`src/rtl/program_space_pkg.sv`:
```
// constants and carrier types for program space data access
package program_space_pkg;
    localparam int PADDR_W       = 24;
    localparam int PC_W          = 23;
    localparam int DATA_W        = 16;
    localparam int PAGE_W        = 8;
    localparam int WINDOW_LOW_W  = 15;
    localparam int CFG_BIT       = 23;
    localparam int PAGE_SEL_BIT  = 7;
    localparam int EA_MSB        = 15;
    localparam logic [PADDR_W-1:0] USER_MAX_ADDR = 24'h7FFFFE;
    localparam logic [PAGE_W-1:0]  TABLE_PAGE_RST = 8'h00;
    localparam logic [PAGE_W-1:0]  VIS_PAGE_RST   = 8'h00;
    localparam logic [1:0] STALL_NONE = 2'h0;
    localparam logic [1:0] STALL_ONE  = 2'h1;
    localparam logic [1:0] STALL_TWO  = 2'h2;

    typedef enum logic [3:0] {
        ACC_NONE        = 4'h1,
        ACC_FETCH       = 4'h2,
        ACC_TABLE       = 4'h4,
        ACC_DATA        = 4'h8
    } access_kind_t;

    typedef enum logic [2:0] {
        INS_MAC_PREFETCH = 3'h1,
        INS_MOVE         = 3'h2,
        INS_OTHER        = 3'h4
    } ins_class_t;

    typedef struct packed {
        logic                table_access;
        logic                table_high;
        logic                table_write;
        logic                byte_op;
        logic [DATA_W-1:0]   effective_addr;
    } data_req_t;

    typedef struct packed {
        logic                active;
        logic                first_iter;
        logic                last_iter;
        logic                irq_exit;
        logic                irq_reentry;
    } repeat_state_t;
endpackage : program_space_pkg

```
`src/rtl/program_space_access.sv`:
```
// program space address construction, data steering and window stalls
// Function
// - every program address is 24 bits, from pc, table or window address
// - program counter is 23 bits; address space holds 4M words
// - program address steps by two per program word
// - non-table accesses stay within 0x000000..0x7FFFFE, bit 23 clear
// - table page bit 7 picks user or configuration space
// - bit 23 reaches ids and configuration; otherwise zero
// - table address bits 15:0 come from the data address
// - low table read returns bits 15:0, or the byte of bits 15:0 that data address bit 0 selects
// - high table read returns bits 23:16 zero-extended; byte 1 reads zero
// - upper byte reachable only by high-word table operations
// - upper 32 Kbytes of data map onto any 16K-word page
// - redirect only when address msb and window enable set
// - window copies data address bits 14:1; address bit 0 is zero
// - window upper bits from visibility page, bit 23 zero
// - window returns only low 16 bits of program word
// - window mapping suspended during table operations
// - upper data half always counts as x data space
// - mac prefetch or move window access adds one cycle outside loop
// - other window accesses add two cycles outside loop
// - in loop: first, last, irq exit and reentry add two cycles
// - other loop iterations complete in a single cycle
// - out-of-memory access returns all zero
`timescale 1ns/1ps
`default_nettype none
module program_space_access #(
    parameter int PHYS_WORDS = 4096
) (
    // clock and reset
    input  wire logic                          clk,
    input  wire logic                          rst,
    // page and control register writes
    input  wire logic                          table_page_we,
    input  wire logic [7:0]                    table_page_wdata,
    input  wire logic                          visibility_page_we,
    input  wire logic [7:0]                    visibility_page_wdata,
    input  wire logic                          core_control_we,
    input  wire logic                          program_window_enable_wdata,
    // instruction fetch
    input  wire logic                          pc_step,
    input  wire logic                          pc_load,
    input  wire logic [22:0]                   pc_load_value,
    // data access request
    input  wire logic                          req_valid,
    input  wire program_space_pkg::data_req_t  req,
    input  wire program_space_pkg::ins_class_t req_class,
    input  wire program_space_pkg::repeat_state_t rpt,
    // program memory read data
    input  wire logic [23:0]                   prog_rdata,
    // program memory address and strobes
    output logic      [23:0]                   prog_addr,
    output logic                               prog_rd,
    output logic                               prog_wr_low,
    output logic                               prog_wr_high,
    // data side results
    output logic      [15:0]                   rdata,
    output logic                               to_program,
    output logic                               x_space,
    output logic      [1:0]                    extra_cycles,
    // register read back
    output logic      [7:0]                    table_page_reg,
    output logic      [7:0]                    visibility_page_reg,
    output logic                               program_window_enable,
    output logic      [22:0]                   pc_reg
);
    logic [22:0]                pc_next;
    logic [23:0]                addr_next;
    logic [23:0]                addr_reg;
    program_space_pkg::access_kind_t kind_next;
    program_space_pkg::access_kind_t kind_reg;
    logic [15:0]                steer_data;
    logic [15:0]                rdata_next;
    logic                       window_hit;
    logic                       in_memory;
    logic                       mapped_reg;
    logic                       high_reg;
    logic                       byte_reg;
    logic                       bsel_reg;
    logic [1:0]                 extra_next;

    function automatic logic addr_present(input logic [23:0] a);
        logic [23:0] lim;
        lim = 24'(PHYS_WORDS) << 1;
        addr_present = a[program_space_pkg::CFG_BIT] || (a < lim);
    endfunction : addr_present

    // page and control registers
    always_ff @(posedge clk or posedge rst) begin
        if (rst) begin
            table_page_reg        <= program_space_pkg::TABLE_PAGE_RST;
            visibility_page_reg   <= program_space_pkg::VIS_PAGE_RST;
            program_window_enable <= 1'b0;
        end else begin
            if (table_page_we) begin
                table_page_reg <= table_page_wdata;
            end
            if (visibility_page_we) begin
                visibility_page_reg <= visibility_page_wdata;
            end
            if (core_control_we) begin
                program_window_enable <= program_window_enable_wdata;
            end
        end
    end

    always_comb begin
        pc_next = pc_reg;
        if (pc_load) begin
            pc_next = {pc_load_value[22:1], 1'b0};
        end else if (pc_step) begin
            pc_next = pc_reg + 23'h000002;
        end
    end

    always_ff @(posedge clk or posedge rst) begin
        if (rst) begin
            pc_reg <= 23'h000000;
        end else begin
            pc_reg <= pc_next;
        end
    end

    assign window_hit = req_valid && !req.table_access
                        && req.effective_addr[program_space_pkg::EA_MSB]
                        && program_window_enable;

    always_comb begin
        addr_next = {1'b0, pc_reg};
        kind_next = program_space_pkg::ACC_FETCH;
        if (req_valid && req.table_access) begin
            kind_next = program_space_pkg::ACC_TABLE;
            if (table_page_reg[program_space_pkg::PAGE_SEL_BIT]) begin
                addr_next = {table_page_reg, req.effective_addr};
            end else begin
                addr_next = {8'h00, req.effective_addr};
            end
        end else if (window_hit) begin
            kind_next = program_space_pkg::ACC_DATA;
            // bit 0 zero, byte from data bit 0
            addr_next = {1'b0, visibility_page_reg,
                         req.effective_addr[14:1], 1'b0};
        end
        // user accesses stay below bit 23
        if (kind_next != program_space_pkg::ACC_TABLE) begin
            addr_next[program_space_pkg::CFG_BIT] = 1'b0;
        end
    end

    // window stall cycles; one for mac prefetch and moves outside a loop
    always_comb begin
        extra_next = program_space_pkg::STALL_NONE;
        if (window_hit) begin
            if (rpt.active) begin
                if (rpt.first_iter || rpt.last_iter
                    || rpt.irq_exit || rpt.irq_reentry) begin
                    extra_next = program_space_pkg::STALL_TWO;
                end
            end else if (req_class == program_space_pkg::INS_OTHER) begin
                extra_next = program_space_pkg::STALL_TWO;
            end else begin
                extra_next = program_space_pkg::STALL_ONE;
            end
        end
    end

    always_ff @(posedge clk or posedge rst) begin
        if (rst) begin
            addr_reg   <= 24'h000000;
            kind_reg   <= program_space_pkg::ACC_NONE;
            high_reg   <= 1'b0;
            byte_reg   <= 1'b0;
            bsel_reg   <= 1'b0;
            mapped_reg <= 1'b0;
        end else begin
            addr_reg   <= addr_next;
            kind_reg   <= kind_next;
            // upper byte only on high table op
            high_reg   <= req.table_access && req.table_high;
            byte_reg   <= req.byte_op;
            bsel_reg   <= req.effective_addr[0];
            mapped_reg <= addr_present(addr_next);
        end
    end

    assign in_memory = mapped_reg
                       && (kind_reg == program_space_pkg::ACC_TABLE
                           || kind_reg == program_space_pkg::ACC_DATA);

    read_steer u_steer (
        .prog_word  (prog_rdata),
        .table_high (high_reg),
        .byte_op    (byte_reg),
        .byte_sel   (bsel_reg),
        .mapped     (in_memory),
        .data_out   (steer_data)
    );

    assign rdata_next = steer_data;

    always_ff @(posedge clk or posedge rst) begin
        if (rst) begin
            prog_addr    <= 24'h000000;
            prog_rd      <= 1'b0;
            prog_wr_low  <= 1'b0;
            prog_wr_high <= 1'b0;
            to_program   <= 1'b0;
            x_space      <= 1'b0;
            extra_cycles <= program_space_pkg::STALL_NONE;
        end else begin
            prog_addr    <= addr_next;
            prog_rd      <= !(req_valid && req.table_access
                              && req.table_write);
            prog_wr_low  <= req_valid && req.table_access
                            && req.table_write && !req.table_high;
            prog_wr_high <= req_valid && req.table_access
                            && req.table_write && req.table_high;
            to_program   <= window_hit;
            x_space      <= req_valid && req.effective_addr[15];
            extra_cycles <= extra_next;
        end
    end

    always_ff @(posedge clk or posedge rst) begin
        if (rst) begin
            rdata <= 16'h0000;
        end else begin
            rdata <= rdata_next;
        end
    end
endmodule : program_space_access
`default_nettype wire

```
`src/rtl/read_steer.sv`:
```
// read data steering from a program word onto the 16-bit data path
`timescale 1ns/1ps
`default_nettype none
module read_steer (
    // program word and request shape
    input  wire logic [23:0] prog_word,
    input  wire logic        table_high,
    input  wire logic        byte_op,
    input  wire logic        byte_sel,
    input  wire logic        mapped,
    // steered result
    output logic      [15:0] data_out
);
    always_comb begin
        data_out = 16'h0000;
        if (mapped) begin
            if (!table_high) begin
                if (!byte_op) begin
                    data_out = prog_word[15:0];
                end else if (!byte_sel) begin
                    data_out = {8'h00, prog_word[7:0]};
                end else begin
                    data_out = {8'h00, prog_word[15:8]};
                end
            end else begin
                if (!byte_op || !byte_sel) begin
                    data_out = {8'h00, prog_word[23:16]};
                end
            end
        end
    end
endmodule : read_steer
`default_nettype wire
```
`config.mk`:
```
export PLATFORM = sky130hd
export DESIGN_NAME = program_space_access
export DESIGN_NICKNAME = d
export VERILOG_FILES = /design/src/rtl/program_space_pkg.sv /design/src/rtl/program_space_access.sv /design/src/rtl/read_steer.sv
export SDC_FILE = /design/constraint.sdc
export NUM_CORES = 1
export LEC_CHECK = 0
export BUFFER_PORTS_ARGS = -buffer_cell sky130_fd_sc_hd__clkbuf_2
export CAP_MARGIN = 20
export CORE_MARGIN = 2
export CORE_UTILIZATION = 28
export DETAILED_ROUTE_END_ITERATION = 16
export SLEW_MARGIN = 30
export SYNTH_ARGS = -nofsm -noshare
export SYNTH_HDL_FRONTEND = slang
export SYNTH_HIERARCHICAL = 1
export SYNTH_SLANG_ARGS = --single-unit
```
`constraint.sdc`:
```
create_clock -name clk -period 2.5 [get_ports clk]
set_input_delay 0.25 -clock clk [delete_from_list [all_inputs] [get_ports clk]]
set_output_delay 0.25 -clock clk [all_outputs]
set_load 0.005 [all_outputs]
```
==> impl_metrics.yaml <==
detailed_routing:
  vias_per_cell: 4.54
  wl_per_cell_um: 14.9
  drcViolationCount: 0
  drt_iter0_markers: 94
  antenna_left: 0
  via_count: 3253
  wirelength_um: 10700
  dr.pass1.iters: 5
setup_path:
  critPathMaxFanout: 7
  r2r-start: "program_window_enable"
  startpoint_type: "register"
  r2r_end: "mapped_reg"
  arrival_ns: 2.03
  required_ns: 2.76
  r2r_setup_slack_ns: 0.73
  cp_slowest_cell: "a222oi_1"
  cp_top_family: "compound AO/OA/AOI/OAI gates"
  path_buf_inv: 0
  max_stage_delay_ns: 0.49
  crit_path_end_kind: "register"
  critPathKind: "reg2reg"
  startpoint: "program_window_enable"
  crit_chain: "a21o_2, nand2_2, a222oi_1, nand4_1, o31ai_2"
  reg2reg_depth: 5
cells_and_area:
  regArea_um2: 2350
  largest_reg_flops: 24
  diodes: 0
  areaGrowthSynthToFinish_pct: 34.1
  final_nets: 628
  fillerInstances: 1440
  drive_gt1_share_pct: 47.2
  multi_input_area_um2: 1570
  instances_no_fill: 716
sta:
  maxSlewViolCount: 0
  fmax_mhz: 565
  tns_ns: 0
  finalSetupViolCount: 0
  worstMarginPinSlew_ns: 0.736
  hold_slack_ns: 0.0255
  hold_viol: 0
  rsz0062_at_grt: "no"
  slew_headroom_pct: 50.9
  timing.final.crit_share_pct: 70.8
  fin_skew_ns: 0.00602
  period_needed_ns: 1.77
placement:
  dp.cells: 699
  port_buffers: 184
  place_congestion: 0.845
  dp_hpwl_um: 8030
synthesis:
  seq_area_frac_synth_pct: 58.0
  ys_types: 50
  synth_enable_flop_cells: 0
  syn_inst: 342
  ys_warn_count: 6
  synth_flop_cell: "dfrtp_1"
  synth.ff_latch_count: 94
  synth.cell_area_um2: 4060
  avgSynthCellArea_um2: 11.9
  synthArstFlopShare_pct: 100
global_routing:
  overflow: 0
  grt_start_max_net_pins: 95
  grt_pass1_wl_um: 17400
  first_global_vias: 3314
  antenna_found_initial: 0
  grt_use_total_pct: 14.1
floorplanning:
  dieArea_um2: 15500
  die_y_um: 124
  start_util_pct: 28.3
  fp.dieW_um: 124
  core_area_um2: 14400
  rows: 44
  io_pins: 187
power:
  p_leak_uw: 0.00271
  power-per-cell-area_nw_per_um2: 644
  vdd_drop_max_v: 0.000279
clock_tree:
  clk_pin_slew_ns: 0.07
  htree_levels: 3
  clock-sinks: 94
  clock_latency_ns: 0.35
  cts-root-buf: "clkbuf_16"
  clk_path_buf_depth: 2
  tritoncts: "built"
  cts_made_buffers: 9
  ctsResizeCount: 0
job:
  cap_violations: 0
min_path:
  hp-class: "in2async"
run_status:
  outcome: "complete, no violations"
report_power, final:
part / switching (uW) / total, uW / internal, uW / leakage (uW)
Sequential: 111 / 1750 / 1640 / 0.00117
Clock: 600 / 1280 / 681 / 0.000133
Combinational: 227 / 477 / 249 / 0.00141
Total: 939 / 3510 / 2570 / 0.00271
what timing repair did:
action	CTS	global route
hold endpoints to repair	1	0
hold buffers	1	0
endpoints found under the setup margin	0	0
buffers inserted	0	0
kinds of logic (layout without fill, tap and decap cells):
family	after synthesis	after routing	synth area share, %
simple gates	109	109	16.1
buf+inv	28	217	3.54
flops	94	94	58.0
mux	33	33	9.09
fa+ha+maj	1	1	0.308
compound gates	54	54	8.20
other cells	1	2	0.0924
xor+xnor	22	22	4.75
cell usage after synthesis (3+ instances only):
cell	n	area, um^2
buf_6	4	45.0
and2_1	11	68.8
clkbuf_1	8	30.0
nor2_1	6	22.5
nor2b_1	5	31.3
a31oi_1	7	43.8
a222oi_1	6	60.1
and2b_2	3	26.3
a21oi_1	3	15.0
and3_1	9	56.3
nand2b_1	7	43.8
nand4_1	6	37.5
inv_1	12	45.0
o21ai_0	27	135
nand2_1	40	150
o21ai_1	4	20.0
nor3_1	4	20.0
mux2_2	31	349
xor2_1	8	70.1
dfrtp_1	93	2330
xnor2_1	14	123
worst max path at each step:
stage | to | slack (ns) | cells after the start
4_1_cts | pc_reg[17] | 0.69 | 6
5_1_grt | pc_reg[17] | 0.58 | 6
6_report | mapped_reg | 0.73 | 5
2_1_floorplan | rdata[10] | 0.84 | 4
3_5_place_dp | pc_reg[17] | 0.71 | 6
3_3_place_gp | pc_reg[19] | 0.73 | 6
through the flow:
stage,worst slack (ns),util [%],area [um^2],power [uW]
3_3_place_gp,0.731,35.9,5160,2250
4_1_cts,0.694,37.9,5450,3590
6_report,0.729,37.9,5450,3510
3_5_place_dp,0.711,35.9,5160,2260
5_1_grt,0.582,37.9,5450,3700
2_1_floorplan,0.844,-,4070,1990
per-layer routing:
metal	wire (um)	global-route usage (%)
met5	0	0
met2	4980	22.2
met4	225	5.88
met1	4820	18.5
met3	633	3.57
tightest hold or removal path, stage by stage:
cell,delay [ns]
clkbuf_2,0.10
clkinvlp_4,0.07
buf_12,0.39
placed cells by master (no fill, tap or decap), types with 3 or more instances in the layout:
cell / count
nand4_1: 6
a21oi_1: 3
clkbuf_16: 9
dfrtp_1: 93
clkinv_4: 3
nand2_1: 40
and2b_2: 3
o21ai_1: 4
xnor2_1: 14
nor2b_1: 5
nor3_1: 4
a31oi_1: 7
nand2b_1: 7
clkbuf_2: 184
inv_1: 11
a222oi_1: 6
xor2_1: 8
and3_1: 9
o21ai_0: 27
nor2_1: 6
and2_1: 11
mux2_2: 31
final cells by class:
class                      count  area share [%]
sequential                    94            43.2
multi-input combinational    221            28.8
timing repair buffer         188            17.7
tap                          184            4.23
clock buffer                  10            4.20
inverter                      13           0.965
clock inverter                 6           0.873
No activity file was read; power rests on OpenSTA's default activity.
